[config.mk]
export PLATFORM = sky130hd
export DESIGN_NAME = mixer_gain_control_regs
export DESIGN_NICKNAME = d
export VERILOG_FILES = /design/src/rtl/gain_change_timer.v /design/src/rtl/mixer_gain_control_regs.v
export VERILOG_INCLUDE_DIRS = /design/src /design/src/rtl
export SDC_FILE = /design/constraint.sdc
export NUM_CORES = 1
export LEC_CHECK = 0
export ABC_AREA = 1
export ABC_CLOCK_PERIOD_IN_PS = 2340
export BUFFER_PORTS_ARGS = -buffer_cell sky130_fd_sc_hd__buf_2
export CAP_MARGIN = 20
export CORE_MARGIN = 2
export CORE_UTILIZATION = 55
export CTS_CLUSTER_DIAMETER = 100
export DETAILED_ROUTE_END_ITERATION = 6
export GPL_ROUTABILITY_DRIVEN = 0
export PLACE_DENSITY = 0.9
export SYNTH_ARGS = -nofsm -noshare
export SYNTH_HDL_FRONTEND = slang
export SYNTH_SLANG_ARGS = --single-unit
[constraint.sdc]
create_clock -name CORE_CLK -period 2.34 [get_ports CORE_CLK]
set_input_delay 0.468 -clock CORE_CLK [delete_from_list [all_inputs] [get_ports CORE_CLK]]
set_output_delay 0.468 -clock CORE_CLK [all_outputs]
set_load 0.02 [all_outputs]
[src/rtl/mixer_gain_consts.vh]
// register offsets, field positions, reset values and timing for the mixer gain bank
`ifndef MIXER_GAIN_CONSTS_VH
`define MIXER_GAIN_CONSTS_VH
`define AUX3_MIX_GAIN_IDX 4'h6
`define MIC_MIX_GAIN_IDX 4'h7
`define MONO_MISC_IDX 4'h8
`define AUX3_MIX_GAIN_ADDR 8'h18
`define MIC_MIX_GAIN_ADDR 8'h1C
`define MONO_MISC_ADDR 8'h20
`define PWR_CTRL_ADDR 8'h00
`define MIX_DEFAULT 16'h8888
`define MONO_MISC_DEFAULT 16'h8800
`define MIX_WMASK 16'h9F9F
`define MONO_MISC_WMASK 16'h9FFB
`define PWR_CTRL_WMASK 16'h0007
`define LEFT_MUTE_BIT 15
`define LEFT_GAIN_MSB 12
`define LEFT_GAIN_LSB 8
`define RIGHT_MUTE_BIT 7
`define RIGHT_GAIN_MSB 4
`define RIGHT_GAIN_LSB 0
`define ALL_MIX_MUTE_BIT 7
`define MONO_OUT_MUTE_BIT 6
`define HP_OUT_MUTE_BIT 5
`define HP_SWING_BIT 4
`define SUM_PINS_MUTE_BIT 3
`define DAC2_TIMING_BIT 1
`define DAC1_TIMING_BIT 0
`define PWR_CONV_DOWN_BIT 0
`define PWR_MIX_EN_BIT 1
`define PWR_ANA_EN_BIT 2
`define GAIN_TIMEOUT_US 10000
`define CLK_MHZ 200
`define GAIN_TIMEOUT_CYCLES (`GAIN_TIMEOUT_US * `CLK_MHZ)
`endif

[src/rtl/gain_change_timer.v]
// deferred gain apply: immediate, on midscale crossing, or after a timeout
`include "mixer_gain_consts.vh"
module gain_change_timer #(
    parameter TIMEOUT_CYCLES = `GAIN_TIMEOUT_CYCLES
) (
    input wire clk,
    input wire rst,
    input wire immediate,
    input wire [4:0] requested_gain,
    input wire midscale_cross,
    output reg [4:0] applied_gain
);
    reg [31:0] count_reg;
    reg pending_reg;
    always @(posedge clk) begin
        if (rst) begin
            applied_gain <= 5'h08;
            pending_reg <= 1'b0;
            count_reg <= 32'h0000_0000;
        end else if (immediate) begin
            applied_gain <= requested_gain;
            pending_reg <= 1'b0;
            count_reg <= 32'h0000_0000;
        end else if (requested_gain != applied_gain) begin
            if (midscale_cross || count_reg >= TIMEOUT_CYCLES - 1) begin
                applied_gain <= requested_gain;
                pending_reg <= 1'b0;
                count_reg <= 32'h0000_0000;
            end else begin
                pending_reg <= 1'b1;
                count_reg <= count_reg + 32'h0000_0001;
            end
        end else begin
            pending_reg <= 1'b0;
            count_reg <= 32'h0000_0000;
        end
    end
endmodule // gain_change_timer

[src/rtl/mixer_gain_control_regs.v]
// mixer gain and misc control register bank behind an axi4-lite slave
// Notes on behaviour
// - aux3 reg: left mute 15, left gain 12..8, right mute 7, right gain 4..0.
// - mic reg uses identical layout to aux3 reg.
// - path mute bit 0 enables path, 1 mutes it.
// - gain code 1.5 dB per step; 00000 +12, 01000 0, 11111 -34.5 dB.
// - aux3 and mic registers reset to 0x8888.
// - reset or powerdown pin low forces mix registers to default, blocks writes.
// - conversion power-down bit high holds mix registers at default.
// - mix-enable or analog-enable bit low holds mix registers at default.
// - mono input mute 0 passes mono input, 1 mutes it.
// - mono gain uses the same 1.5 dB step coding.
// - timing bit 1 applies dac gain now, 0 waits for midscale or timeout.
// - all-mix mute overrides every individual mix mute.
// - swing 0 gives 2 V p-p, 1 gives 4 V; other mutes 0 enable.
`include "mixer_gain_consts.vh"
module mixer_gain_control_regs #(
    parameter TIMEOUT_CYCLES = `GAIN_TIMEOUT_CYCLES
) (
    input wire CORE_CLK,
    input wire RST,
    input wire RESET_PIN_N,
    input wire POWERDOWN_PIN_N,
    input wire [7:0] S_AXI_AWADDR,
    input wire S_AXI_AWVALID,
    output wire S_AXI_AWREADY,
    input wire [31:0] S_AXI_WDATA,
    input wire [3:0] S_AXI_WSTRB,
    input wire S_AXI_WVALID,
    output wire S_AXI_WREADY,
    output reg [1:0] S_AXI_BRESP,
    output reg S_AXI_BVALID,
    input wire S_AXI_BREADY,
    input wire [7:0] S_AXI_ARADDR,
    input wire S_AXI_ARVALID,
    output wire S_AXI_ARREADY,
    output reg [31:0] S_AXI_RDATA,
    output reg [1:0] S_AXI_RRESP,
    output reg S_AXI_RVALID,
    input wire S_AXI_RREADY,
    input wire DAC1_MIDSCALE_CROSS,
    input wire DAC2_MIDSCALE_CROSS,
    input wire [4:0] DAC1_GAIN_REQ,
    input wire [4:0] DAC2_GAIN_REQ,
    output reg [4:0] DAC1_GAIN_APPLIED,
    output reg [4:0] DAC2_GAIN_APPLIED,
    output reg LEFT_AUX3_MIX_ON,
    output reg RIGHT_AUX3_MIX_ON,
    output reg LEFT_MIC_MIX_ON,
    output reg RIGHT_MIC_MIX_ON,
    output reg MONO_IN_MIX_ON,
    output reg [4:0] LEFT_AUX3_MIX_GAIN,
    output reg [4:0] RIGHT_AUX3_MIX_GAIN,
    output reg [4:0] LEFT_MIC_MIX_GAIN,
    output reg [4:0] RIGHT_MIC_MIX_GAIN,
    output reg [4:0] MONO_IN_MIX_GAIN,
    output reg MONO_OUT_ON,
    output reg HEADPHONE_OUT_ON,
    output reg HEADPHONE_SWING_4V,
    output reg SUM_PINS_MIX_ON
);
    localparam ST_IDLE = 3'b001;
    localparam ST_RESP = 3'b010;
    localparam ST_WAIT = 3'b100;

    reg [2:0] wr_state_reg;
    reg [2:0] wr_state_next;
    reg aw_held_reg;
    reg w_held_reg;
    reg [7:0] aw_addr_reg;
    reg [31:0] w_data_reg;
    reg [3:0] w_strb_reg;
    reg [15:0] aux3_mix_gain_reg;
    reg [15:0] mic_mix_gain_reg;
    reg [15:0] mono_in_and_misc_ctrl_reg;
    reg [15:0] pwr_ctrl_reg;
    wire hold_default;
    wire [4:0] dac1_applied;
    wire [4:0] dac2_applied;
    wire wr_fire;
    wire [15:0] wr_value;
    wire aw_take;
    wire w_take;

    // merge a 16-bit word with byte lanes and a writable mask
    function [15:0] merge_word;
        input [15:0] old_value;
        input [31:0] data;
        input [3:0] strb;
        input [15:0] mask;
        reg [15:0] lane;
        begin
            lane = {{8{strb[1]}}, {8{strb[0]}}};
            merge_word = ((old_value & ~lane) | (data[15:0] & lane)) & mask;
        end
    endfunction

    function is_mapped;
        input [7:0] addr;
        begin
            is_mapped = (addr == `AUX3_MIX_GAIN_ADDR) || (addr == `MIC_MIX_GAIN_ADDR) ||
                (addr == `MONO_MISC_ADDR) || (addr == `PWR_CTRL_ADDR);
        end
    endfunction

    // default hold from pins and power bits
    assign hold_default = !RESET_PIN_N || !POWERDOWN_PIN_N ||
        pwr_ctrl_reg[`PWR_CONV_DOWN_BIT] ||
        !pwr_ctrl_reg[`PWR_MIX_EN_BIT] || !pwr_ctrl_reg[`PWR_ANA_EN_BIT];

    // write address and data taken in either order
    assign aw_take = S_AXI_AWVALID && S_AXI_AWREADY;
    assign w_take = S_AXI_WVALID && S_AXI_WREADY;
    assign S_AXI_AWREADY = (wr_state_reg == ST_IDLE) && !aw_held_reg;
    assign S_AXI_WREADY = (wr_state_reg == ST_IDLE) && !w_held_reg;
    assign wr_fire = (wr_state_reg == ST_IDLE) && (aw_held_reg || aw_take) && (w_held_reg || w_take);
    assign wr_value = w_held_reg ? w_data_reg[15:0] : S_AXI_WDATA[15:0];

    always @* begin
        case (wr_state_reg)
            ST_IDLE: begin
                wr_state_next = wr_fire ? ST_RESP : ST_IDLE;
            end
            ST_RESP: begin
                wr_state_next = S_AXI_BREADY ? ST_IDLE : ST_WAIT;
            end
            ST_WAIT: begin
                wr_state_next = S_AXI_BREADY ? ST_IDLE : ST_WAIT;
            end
            default: begin
                wr_state_next = ST_IDLE;
            end
        endcase
    end

    always @(posedge CORE_CLK) begin
        if (RST) begin
            wr_state_reg <= ST_IDLE;
            aw_held_reg <= 1'b0;
            w_held_reg <= 1'b0;
            aw_addr_reg <= 8'h00;
            w_data_reg <= 32'h0000_0000;
            w_strb_reg <= 4'h0;
            S_AXI_BVALID <= 1'b0;
            S_AXI_BRESP <= 2'b00;
        end else begin
            wr_state_reg <= wr_state_next;
            if (aw_take) begin
                aw_addr_reg <= S_AXI_AWADDR;
            end
            if (w_take) begin
                w_data_reg <= S_AXI_WDATA;
                w_strb_reg <= S_AXI_WSTRB;
            end
            if (wr_fire) begin
                aw_held_reg <= 1'b0;
                w_held_reg <= 1'b0;
                S_AXI_BVALID <= 1'b1;
                S_AXI_BRESP <= is_mapped(aw_held_reg ? aw_addr_reg : S_AXI_AWADDR) ? 2'b00 : 2'b10;
            end else begin
                if (aw_take) begin
                    aw_held_reg <= 1'b1;
                end
                if (w_take) begin
                    w_held_reg <= 1'b1;
                end
                if (S_AXI_BVALID && S_AXI_BREADY) begin
                    S_AXI_BVALID <= 1'b0;
                end
            end
        end
    end

    // register storage
    always @(posedge CORE_CLK) begin : regs
        reg [7:0] a;
        reg [3:0] s;
        a = aw_held_reg ? aw_addr_reg : S_AXI_AWADDR;
        s = w_held_reg ? w_strb_reg : S_AXI_WSTRB;
        if (RST) begin
            aux3_mix_gain_reg <= `MIX_DEFAULT;
            mic_mix_gain_reg <= `MIX_DEFAULT;
            mono_in_and_misc_ctrl_reg <= `MONO_MISC_DEFAULT;
            pwr_ctrl_reg <= 16'h0006;
        end else begin
            if (wr_fire && a == `PWR_CTRL_ADDR) begin
                pwr_ctrl_reg <= merge_word(pwr_ctrl_reg, {16'h0000, wr_value}, s, `PWR_CTRL_WMASK);
            end
            if (wr_fire && a == `MONO_MISC_ADDR) begin
                mono_in_and_misc_ctrl_reg <= merge_word(mono_in_and_misc_ctrl_reg, {16'h0000, wr_value}, s,
                    `MONO_MISC_WMASK);
            end
            if (hold_default) begin
                aux3_mix_gain_reg <= `MIX_DEFAULT;
                mic_mix_gain_reg <= `MIX_DEFAULT;
            end else if (wr_fire && a == `AUX3_MIX_GAIN_ADDR) begin
                aux3_mix_gain_reg <= merge_word(aux3_mix_gain_reg, {16'h0000, wr_value}, s, `MIX_WMASK);
            end else if (wr_fire && a == `MIC_MIX_GAIN_ADDR) begin
                mic_mix_gain_reg <= merge_word(mic_mix_gain_reg, {16'h0000, wr_value}, s, `MIX_WMASK);
            end
        end
    end

    // read channel: one cycle after address taken
    assign S_AXI_ARREADY = !S_AXI_RVALID;
    always @(posedge CORE_CLK) begin
        if (RST) begin
            S_AXI_RVALID <= 1'b0;
            S_AXI_RDATA <= 32'h0000_0000;
            S_AXI_RRESP <= 2'b00;
        end else if (S_AXI_ARVALID && S_AXI_ARREADY) begin
            S_AXI_RVALID <= 1'b1;
            S_AXI_RRESP <= is_mapped(S_AXI_ARADDR) ? 2'b00 : 2'b10;
            case (S_AXI_ARADDR)
                `AUX3_MIX_GAIN_ADDR: S_AXI_RDATA <= {16'h0000, hold_default ? `MIX_DEFAULT : aux3_mix_gain_reg};
                `MIC_MIX_GAIN_ADDR: S_AXI_RDATA <= {16'h0000, hold_default ? `MIX_DEFAULT : mic_mix_gain_reg};
                `MONO_MISC_ADDR: S_AXI_RDATA <= {16'h0000, mono_in_and_misc_ctrl_reg};
                `PWR_CTRL_ADDR: S_AXI_RDATA <= {16'h0000, pwr_ctrl_reg};
                default: S_AXI_RDATA <= 32'h0000_0000;
            endcase
        end else if (S_AXI_RREADY) begin
            S_AXI_RVALID <= 1'b0;
        end
    end

    // dac gain change timing
    gain_change_timer #(.TIMEOUT_CYCLES(TIMEOUT_CYCLES)) u_dac1_timer (
        .clk(CORE_CLK),
        .rst(RST),
        .immediate(mono_in_and_misc_ctrl_reg[`DAC1_TIMING_BIT]),
        .requested_gain(DAC1_GAIN_REQ),
        .midscale_cross(DAC1_MIDSCALE_CROSS),
        .applied_gain(dac1_applied)
    );
    gain_change_timer #(.TIMEOUT_CYCLES(TIMEOUT_CYCLES)) u_dac2_timer (
        .clk(CORE_CLK),
        .rst(RST),
        .immediate(mono_in_and_misc_ctrl_reg[`DAC2_TIMING_BIT]),
        .requested_gain(DAC2_GAIN_REQ),
        .midscale_cross(DAC2_MIDSCALE_CROSS),
        .applied_gain(dac2_applied)
    );

    // registered mixer control outputs
    always @(posedge CORE_CLK) begin : outs
        reg all_off;
        all_off = mono_in_and_misc_ctrl_reg[`ALL_MIX_MUTE_BIT];
        if (RST) begin
            LEFT_AUX3_MIX_ON <= 1'b0;
            RIGHT_AUX3_MIX_ON <= 1'b0;
            LEFT_MIC_MIX_ON <= 1'b0;
            RIGHT_MIC_MIX_ON <= 1'b0;
            MONO_IN_MIX_ON <= 1'b0;
            LEFT_AUX3_MIX_GAIN <= 5'h08;
            RIGHT_AUX3_MIX_GAIN <= 5'h08;
            LEFT_MIC_MIX_GAIN <= 5'h08;
            RIGHT_MIC_MIX_GAIN <= 5'h08;
            MONO_IN_MIX_GAIN <= 5'h08;
            MONO_OUT_ON <= 1'b1;
            HEADPHONE_OUT_ON <= 1'b1;
            HEADPHONE_SWING_4V <= 1'b0;
            SUM_PINS_MIX_ON <= 1'b0;
            DAC1_GAIN_APPLIED <= 5'h08;
            DAC2_GAIN_APPLIED <= 5'h08;
        end else begin
            LEFT_AUX3_MIX_ON <= !aux3_mix_gain_reg[`LEFT_MUTE_BIT] && !all_off;
            RIGHT_AUX3_MIX_ON <= !aux3_mix_gain_reg[`RIGHT_MUTE_BIT] && !all_off;
            LEFT_MIC_MIX_ON <= !mic_mix_gain_reg[`LEFT_MUTE_BIT] && !all_off;
            RIGHT_MIC_MIX_ON <= !mic_mix_gain_reg[`RIGHT_MUTE_BIT] && !all_off;
            MONO_IN_MIX_ON <= !mono_in_and_misc_ctrl_reg[`LEFT_MUTE_BIT] && !all_off;
            LEFT_AUX3_MIX_GAIN <= aux3_mix_gain_reg[`LEFT_GAIN_MSB:`LEFT_GAIN_LSB];
            RIGHT_AUX3_MIX_GAIN <= aux3_mix_gain_reg[`RIGHT_GAIN_MSB:`RIGHT_GAIN_LSB];
            LEFT_MIC_MIX_GAIN <= mic_mix_gain_reg[`LEFT_GAIN_MSB:`LEFT_GAIN_LSB];
            RIGHT_MIC_MIX_GAIN <= mic_mix_gain_reg[`RIGHT_GAIN_MSB:`RIGHT_GAIN_LSB];
            MONO_IN_MIX_GAIN <= mono_in_and_misc_ctrl_reg[`LEFT_GAIN_MSB:`LEFT_GAIN_LSB];
            MONO_OUT_ON <= !mono_in_and_misc_ctrl_reg[`MONO_OUT_MUTE_BIT];
            HEADPHONE_OUT_ON <= !mono_in_and_misc_ctrl_reg[`HP_OUT_MUTE_BIT];
            HEADPHONE_SWING_4V <= mono_in_and_misc_ctrl_reg[`HP_SWING_BIT];
            SUM_PINS_MIX_ON <= !mono_in_and_misc_ctrl_reg[`SUM_PINS_MUTE_BIT] && !all_off;
            DAC1_GAIN_APPLIED <= dac1_applied;
            DAC2_GAIN_APPLIED <= dac2_applied;
        end
    end
endmodule // mixer_gain_control_regs

==> results of run 1 <==
==> path summary, 6_finish.rpt <==
kind,startpoint,end,slack [ns],depth (start not counted)
setup / recovery,aw_held_reg$_SDFFE_PP0P_,flip-flop,0.21,7
hold / removal,S_AXI_WDATA[15],w_data_reg[15]$_SDFFE_PP0P_,0.25,3
setup reg to reg,aw_held_reg$_SDFFE_PP0P_,flip-flop,0.21,7
hold reg to reg,flip-flop,MONO_OUT_ON$_SDFF_PP1_,0.41,1
==> synthesized netlist by cell type (2+ instances only) <==
master and instances:
nor2_1 174, inv_2 2, nand3_4 2, buf_4 21
nand4_1 25, nor2_2 3, clkbuf_1 31, inv_1 135
clkinv_1 4, nor4_1 5, or2_2 8, a21oi_1 51
nand2_1 232, o31ai_1 4, ha_1 2, o21ai_0 60
nor3_1 27, nand3_1 76, nor3b_1 6, xnor2_1 8
nor3_4 3, buf_6 2, buf_1 2, nand3b_1 4
xor2_1 19, nand3_2 4, dfxtp_1 205
==> layout make-up <==
| type | instances | area, µm² | area share |
|---|---|---|---|
| Clock buffer | 28 | 601.8 | 0.06110 |
| Clock inverter | 9 | 126.4 | 0.01283 |
| Inverter | 141 | 529.3 | 0.05373 |
| Multi-Input combinational cell | 760 | 3546 | 0.3600 |
| Sequential cell | 205 | 4105 | 0.4168 |
| Tap cell | 184 | 230.2 | 0.02337 |
| Timing Repair Buffer | 132 | 710.7 | 0.07215 |
==> critical path: stages (launching register included) <==
cell	delay (ns)
dfxtp_2	0.40
o31ai_1	0.48
nand3_1	0.23
nor3_4	0.29
nand3_2	0.35
nand2_1	0.17
nand2_1	0.06
nor2_1	0.09
==> metal layers <==
| metal | up-vias | share of wire | track usage |
|---|---|---|---|
| li1 | 3742 | - | - |
| met1 | 3345 | 0.41 | 0.2882 |
| met2 | 298 | 0.49 | 0.4171 |
| met3 | 61 | 0.066 | 0.02931 |
| met4 | 0 | 0.042 | 0.09825 |
| met5 | - | 0 | 0 |
==> power groups by stage <==
stage | clock [mW] | combinational, mW | sequential (mW)
6_report | 3.48 | 1.35 | 3.83
5_1_grt | 3.66 | 1.51 | 3.85
4_1_cts | 3.51 | 1.34 | 3.83
3_5_place_dp | 0 | 1.33 | 3.90
3_3_place_gp | 0 | 1.29 | 3.89
2_1_floorplan | 0 | 1.00 | 3.89
==> cell families after synthesis <==
group / share of synthesized area
other: 0.0004502
AO/OA/AOI/OAI: 0.07451
adder cells (fa/ha/maj): 0.003004
flip-flops: 0.4927
AND/OR/NAND/NOR: 0.3003
XOR/XNOR: 0.02839
buffers and inverters: 0.1006
==> through the flow <==
step           setup WS (ns)  utilization  hold slack (ns)  std cells
2_1_floorplan         0.4567            -           0.3794       1163
3_3_place_gp          0.1859       0.6224           0.3952       1422
3_5_place_dp          0.1074       0.6224           0.3921       1422
4_1_cts               0.1359       0.6722           0.2430       1459
5_1_grt              0.03369       0.6726           0.2607       1459
6_report              0.2061       0.6726           0.2496       1459
==> run_results.csv, run 1 <==
group,metric,value,unit
run_status,status,"finished clean",
logic_synthesis,synth_area_leader_cell,"dfxtp_1",
job,drv_cap,0,
pwr,pwr-share-comb,0.156,
logic_synthesis,synth_seq_cells,205,
pwr,clock_power_share,0.401,
clock_tree,numCtsBuffers,21,
setup_path,cp.required,2.76,ns
drt,detail-route-antenna-nets,0,
pwr,power.internal,6.232,mW
placed_design,placed_area,9115,µm²
drt,drt-total-wl,19300,µm
floorplanning,die_h,127.1,µm
logic_synthesis,synth_top_area_share,0.4927,
pwr,p_per_area,879.3,nW/µm²
logic_synthesis,ys.flop_type,"dfxtp_1",
logic_synthesis,synthesis.area,8329,µm²
final_layout,final_cell_mix,"nand2_1 (232), dfxtp_1 (204), nor2_1 (174), inv_1 (135), buf_2 (117)",
timing,slew_headroom,0.5274,
logic_synthesis,synthTopCellsByArea,"dfxtp_1 (49%), nand2_1 (10%), nor2_1 (7.8%)",
final_layout,drive_above_1_share,0.1522,
final_layout,nNetsFinal,1336,
drt,drt_first_pass_iters,6,
floorplanning,dieWidth,127.1,µm
floorplanning,fp.dieArea,16140,µm²
global_route,grt_use_total,0.2347,
clock_tree,tritoncts,"done",
setup_path,end_kind,"flip-flop",
floorplanning,core,14640,µm²
clock_tree,clk_pin_slew,0.06,ns
drt,vias_per_cell,5.103,
global_route,gr-total-overflow,0,
clock_tree,cts_buffer_depth,3,
floorplanning,initial_utilization,0.5688,
drt,wl_per_cell,13.23,µm
drt,via_count,7446,
global_route,grt_pass1_vias,7088,
global_route,grt_pass1_wl,31790,µm
floorplanning,ios,158,
final_layout,fillers,1135,
timing,timing.final.max_slew_violations,0,
logic_synthesis,synth_edf_count,0,
timing,rsz0062_at_grt,"no",
drt,drtIter0Drc,590,
timing,skew,0.006982,ns
setup_path,cp.arrival,2.56,ns
floorplanning,num_rows,44,
drt,remaining_drc_errors,0,
pwr,seqPwrFrac,0.442,
setup_path,cp_max_fo,16,
clock_tree,clock-sinks,205,
pwr,switching_share,0.2804,
logic_synthesis,syn_inst,1122,
clock_tree,postCtsSetupBuffers,0,
timing,finalCriticalPeriod,2.134,ns
clock_tree,htreeDepth,1,
timing,setup_viol,0,
timing,worstMarginPinSlew,0.7014,ns
logic_synthesis,async_reset_ff_frac,0,
setup_path,critPathKind,"flip-flop to flip-flop",
timing,setup_tns,0,ns
timing,fmax,468.6,MHz
pwr,switchingPower,2.428,mW
pwr,power,8.661,mW
clock_tree,cts_hold_buf,0,
final_layout,design_area,9849,µm²
final_layout,final_common_cell,"nand2_1",
logic_synthesis,yosysWarnings,0,
logic_synthesis,ys_types,34,
timing,final_hold_viol_count,0,
global_route,grt_antenna_before_repair,0,
pwr,leakage,4.529,nW
final_layout,area_growth_syn_to_layout,18.25,%
final_layout,n_antenna_cell,0,
global_route,grt_start_max_net_pins,49,
logic_synthesis,ys_seq_area_frac,0.4927,
placed_design,dp_hpwl,13040,µm
hold_path,min_path_type,"primary input to flip-flop",
clock_tree,ctsResizeCount,0,
timing,finalCritPeriodShare,0.9119,
setup_path,startpoint_type,"flip-flop",
placed_design,port-buffer-count,117,
pwr,vdd_drop_max,712.3,µV
clock_tree,clk_latency,0.48,ns
logic_synthesis,postSynthAreaPerCell,7.424,µm²
clock_tree,cts-root-buf,"clkbuf_16",
Power figures use the tool's default switching activity.
==> run 2, diff against run 1 <==
- PLACE_DENSITY: 0.9 -> not set
- PLACE_DENSITY_LB_ADDON: not set -> 0.1
- SLEW_MARGIN: not set -> 20
==> run_results.csv, run 2 (synthesis gave the netlist of run 1 again) <==
group,metric,value,unit
run_status,status,"finished clean",
final_layout,fillers,1337,
setup_path,cp.required,2.70,ns
clock_tree,numCtsBuffers,21,
timing,rsz0062_at_grt,"no",
placed_design,port-buffer-count,117,
placed_design,placed_area,9145,µm²
clock_tree,tritoncts,"done",
final_layout,n_antenna_cell,0,
floorplanning,die_h,127.1,µm
final_layout,area_growth_syn_to_layout,17.44,%
drt,remaining_drc_errors,0,
pwr,clock_power_share,0.370,
timing,slew_headroom,0.6599,
pwr,vdd_drop_max,1095,µV
drt,detail-route-antenna-nets,0,
global_route,grt_start_max_net_pins,59,
timing,timing.hold.ws,0.2377,ns
placed_design,pre_cts_ws,0.1399,ns
global_route,grt_antenna_before_repair,0,
final_layout,final_common_cell,"nand2_1",
setup_path,end_kind,"flip-flop",
pwr,switching_share,0.2812,
global_route,grt_pass1_vias,6552,
global_route,grt_use_total,0.2252,
clock_tree,postCtsSetupBuffers,0,
clock_tree,clk_latency,0.49,ns
setup_path,path_cells,"nor2_2 > nand2_2 > nor3_1 > nor2_1 > nor3_4 > buf_4 > nand3_2 > nor2_1 > nor2_1",
floorplanning,num_rows,44,
job,drv_cap,0,
setup_path,cp.arrival,2.43,ns
hold_path,min_path_type,"primary input to flip-flop",
floorplanning,initial_utilization,0.5688,
global_route,gr-total-overflow,0,
timing,skew,0.02038,ns
setup_path,startpoint_type,"flip-flop",
setup_path,crit_top_cell,"nor2_1",
final_layout,design_area,9782,µm²
hold_path,min_from,"S_AXI_WDATA[15]",
timing,finalCritPeriodShare,0.8817,
floorplanning,dieWidth,127.1,µm
hold_path,hold_path_end,"w_data_reg[15]$_SDFFE_PP0P_",
placed_design,dp_hpwl,12750,µm
clock_tree,clk_pin_slew,0.06,ns
pwr,leakage,4.504,nW
floorplanning,core,14640,µm²
setup_path,max_stage_delay,0.32,ns
timing,setup_tns,0,ns
final_layout,final_cell_mix,"nand2_1 (232), dfxtp_1 (204), nor2_1 (174), inv_1 (135), buf_2 (117)",
drt,vias_per_cell,4.908,
timing,setup_viol,0,
global_route,grt_pass1_wl,30370,µm
drt,drt_first_pass_iters,4,
timing,final_hold_viol_count,0,
floorplanning,fp.dieArea,16140,µm²
pwr,pwr-share-comb,0.166,
setup_path,worst-r2r-cell-count,9,
timing,worstMarginPinSlew,0.5070,ns
timing,finalCriticalPeriod,2.063,ns
clock_tree,clock-sinks,205,
drt,drtIter0Drc,422,
hold_path,hold-path-cell-count,3,
setup_path,cp_max_fo,18,
pwr,power.internal,5.883,mW
clock_tree,cts-root-buf,"clkbuf_16",
clock_tree,htreeDepth,1,
pwr,switchingPower,2.301,mW
timing,timing.final.max_slew_violations,0,
pwr,p_per_area,836.6,nW/µm²
drt,wl_per_cell,12.31,µm
final_layout,nNetsFinal,1340,
setup_path,reg2reg_from,"wr_state_reg[1]$_SDFF_PP0_",
timing,fmax,484.7,MHz
pwr,seqPwrFrac,0.464,
drt,via_count,7176,
setup_path,cp_slowest_cell,"dfxtp_1",
timing,setup_slack,0.2768,ns
clock_tree,cts_buffer_depth,3,
setup_path,critPathKind,"flip-flop to flip-flop",
setup_path,rrSetupSlack,0.28,ns
final_layout,drive_above_1_share,0.1502,
pwr,power,8.184,mW
drt,drt-total-wl,17990,µm
floorplanning,ios,158,
run 2: how the worst max path moves through the flow:
stage,to,slack (ns),depth (start not counted),startpoint
2_1_floorplan,flip-flop,0.46,11,wr_state_reg[1]$_SDFF_PP0_
3_3_place_gp,flip-flop,0.19,7,S_AXI_AWADDR[7]
3_5_place_dp,flip-flop,0.14,7,S_AXI_AWADDR[0]
4_1_cts,flip-flop,0.16,7,aw_held_reg$_SDFFE_PP0P_
5_1_grt,flip-flop,0.03,10,wr_state_reg[1]$_SDFF_PP0_
6_report,flip-flop,0.28,9,wr_state_reg[1]$_SDFF_PP0_
run 2: power by group through the flow:
stage          combinational (mW)  sequential, mW  clock, mW
2_1_floorplan                1.00            3.89          0
3_3_place_gp                 1.32            3.87          0
5_1_grt                      1.54            3.82       3.28
3_5_place_dp                 1.34            3.87          0
6_report                     1.35            3.80       3.03
4_1_cts                      1.35            3.80       3.11
run 2: layer usage:
metal	wire length (µm)	vias to the layer above	part of all wire	global-route usage
met2	8302	189	0.46	0.3763
met1	8268	3184	0.46	0.2991
li1	-	3771	-	-
met5	0	-	0	0
met4	453	0	0.025	0.06917
met3	968	32	0.054	0.04104
run 2: critical path: cells and delay by family (launching register included):
kind | cells | cell delay [ns]
flip-flops | 1 | 0.32
buffers and inverters | 1 | 0.27
AND/OR/NAND/NOR | 8 | 1.35
run 2: layout make-up:
type / count / area (µm²) / area share
clock buffers: 31 / 603.1 / 0.06165
flip-flops and latches: 205 / 4105 / 0.4197
repair buffers: 136 / 740.7 / 0.07572
multi-input cells: 760 / 3548 / 0.3628
well taps: 184 / 230.2 / 0.02354
clock inverters: 5 / 25.02 / 0.002558
inverters: 141 / 529.3 / 0.05411
run 2: metrics by stage:
step	cells	utilization
floorplan	1163	-
global placement	1426	0.6245
detailed placement	1426	0.6245
CTS	1462	0.6674
global route	1462	0.6680
finish	1462	0.6680
run 2: repair_timing:
item / CTS / global route
endpoints found under the hold margin: 0 / 0
endpoints found under the setup margin: 0 / 6
resized for setup: 0 / 2
hold buffers: 0 / 0
==> run 3, diff against run 2 <==
==> constraint.sdc (replaced) <==
create_clock -name CORE_CLK -period 2.34 [get_ports CORE_CLK]
set_input_delay 0.234 -clock CORE_CLK [delete_from_list [all_inputs] [get_ports CORE_CLK]]
set_output_delay 0.234 -clock CORE_CLK [all_outputs]
set_load 0.02 [all_outputs]
==> run_results.csv, run 3 (synthesis gave the netlist of run 1 again) <==
group,metric,value,unit
run_status,status,"finished clean",
timing,rsz0062_at_grt,"no",
setup_path,rrSetupSlack,0.23,ns
drt,wl_per_cell,12.22,µm
placed_design,port-buffer-count,117,
pwr,vdd_drop_max,799.3,µV
drt,detail-route-antenna-nets,0,
timing,fmax,473.0,MHz
global_route,grt_pass1_wl,29730,µm
clock_tree,clock-sinks,205,
setup_path,crit_start,"wr_state_reg[1]$_SDFF_PP0_",
pwr,p_per_area,874.5,nW/µm²
setup_path,startpoint_type,"flip-flop",
timing,setup_tns,0,ns
setup_path,max_stage_delay,0.32,ns
hold_path,min_path_type,"primary input to flip-flop",
job,drv_cap,0,
placed_design,placed_area,9130,µm²
setup_path,worst-r2r-cell-count,9,
setup_path,cpLargestDelayFamily,"simple AND/OR/NAND/NOR gates",
drt,drt_first_pass_iters,5,
global_route,grt_antenna_before_repair,0,
global_route,grt_use_total,0.2205,
timing,skew,0.01076,ns
clock_tree,cts-root-buf,"clkbuf_16",
pwr,power,8.666,mW
pwr,leakage,4.554,nW
hold_path,hold_path_end,"S_AXI_BVALID$_SDFFE_PP0P_",
clock_tree,tritoncts,"done",
global_route,grt_pass1_vias,6445,
floorplanning,ios,158,
setup_path,cp_slowest_cell,"nand3_2",
timing,setup_viol,0,
clock_tree,numCtsBuffers,22,
global_route,grt_start_max_net_pins,50,
floorplanning,fp.dieArea,16140,µm²
clock_tree,htreeDepth,1,
hold_path,hold-path-cell-count,4,
final_layout,final_common_cell,"nand2_1",
final_layout,n_antenna_cell,0,
drt,remaining_drc_errors,0,
floorplanning,initial_utilization,0.5688,
drt,drtIter0Drc,404,
clock_tree,clk_latency,0.50,ns
setup_path,critPathKind,"flip-flop to flip-flop",
floorplanning,num_rows,44,
setup_path,cp.required,2.72,ns
drt,drt-total-wl,17870,µm
floorplanning,core,14640,µm²
setup_path,cp_max_fo,18,
final_layout,design_area,9910,µm²
setup_path,end_kind,"flip-flop",
global_route,gr-total-overflow,0,
final_layout,area_growth_syn_to_layout,18.97,%
clock_tree,cts_buffer_depth,3,
clock_tree,clk_pin_slew,0.06,ns
floorplanning,dieWidth,127.1,µm
timing,finalCriticalPeriod,2.114,ns
floorplanning,die_h,127.1,µm
setup_path,cp.arrival,2.50,ns
setup_path,path_cells,"nor2_2 > nand2_2 > nor3_1 > nor2_1 > nor3_4 > buf_4 > nand3_2 > nor2_1 > nor2_1",
setup_path,crit_top_cell,"nor2_1",
final_layout,nNetsFinal,1341,
timing,finalCritPeriodShare,0.9036,
drt,via_count,7162,
setup_path,reg2reg_from,"wr_state_reg[1]$_SDFF_PP0_",
final_layout,post-route-util,0.6767,
hold_path,min_from,"S_AXI_BREADY",
placed_design,dp_hpwl,12530,µm
drt,vias_per_cell,4.895,
setup_path,crit_buf_inv,1,
final_layout,drive_above_1_share,0.1517,
clock_tree,postCtsSetupBuffers,0,
timing,timing.final.max_slew_violations,0,
final_layout,final_cell_mix,"nand2_1 (232), dfxtp_1 (204), nor2_1 (174), inv_1 (135), buf_2 (117)",
timing,final_hold_viol_count,0,
[run 3: changes by cell type in the layout (fill, tap and decap cells not counted), sizes merged]
cell         before  now
dlygate4sd3       0    2
buf             136  134
clkbuf           31   33
bufinv            0    2
clkinv            9    5
clkinvlp          0    1
[run 3: where the power goes]
part,leakage (nW),switching (mW),total [mW],internal [mW]
clock network,0.364,1.32,3.52,2.19
logic,2.52,0.934,1.33,0.396
registers,1.67,0.114,3.82,3.71
[run 3: worst max-delay path by stage]
stage / to / cells after the start
global route: u_dac2_timer.count_reg[18]$_SDFF_PP0_ / 9
global placement: flip-flop / 6
detailed placement: flip-flop / 6
finish: flip-flop / 9
floorplan: flip-flop / 11
CTS: flip-flop / 9
[run 3: repair_timing]
action / 4_1_cts / 5_1_grt
endpoints found under the hold margin: 2 / 0
endpoints found under the setup margin: 0 / 7
hold buffers: 2 / 0
gates resized for setup: 0 / 3
[run 3: tightest hold or removal path, delay by kind of cell]
family	cells	cell delay, ns
and+or+nand+nor	2	0.11
buffers and inverters	2	0.11
[run 3: layer usage]
metal  part of all wire  track usage
met1               0.46       0.2936
met5                  0            0
met2               0.46       0.3732
met3              0.047      0.03266
met4              0.029      0.06787
[run 3: final cells by class]
| cell class | count | area [µm²] |
|---|---|---|
| Tap cell | 184 | 230.2 |
| Fill cell | 1277 | 4735 |
| Multi-Input combinational cell | 760 | 3553 |
| Clock inverter | 4 | 72.57 |
| Inverter | 141 | 529.3 |
| Sequential cell | 205 | 4105 |
| Clock buffer | 33 | 673.1 |
| Timing Repair Buffer | 136 | 745.7 |
[run 3: per-stage QoR]
step	hold WS, ns	setup WS (ns)	instances
final	0.02114	0.2256	1463
after floorplan	0.3768	0.4567	1163
after global placement	0.3941	0.2601	1424
after detailed placement	0.4027	0.2111	1424
after CTS	0.01545	0.1817	1463
after global routing	0.02885	0.01329	1463
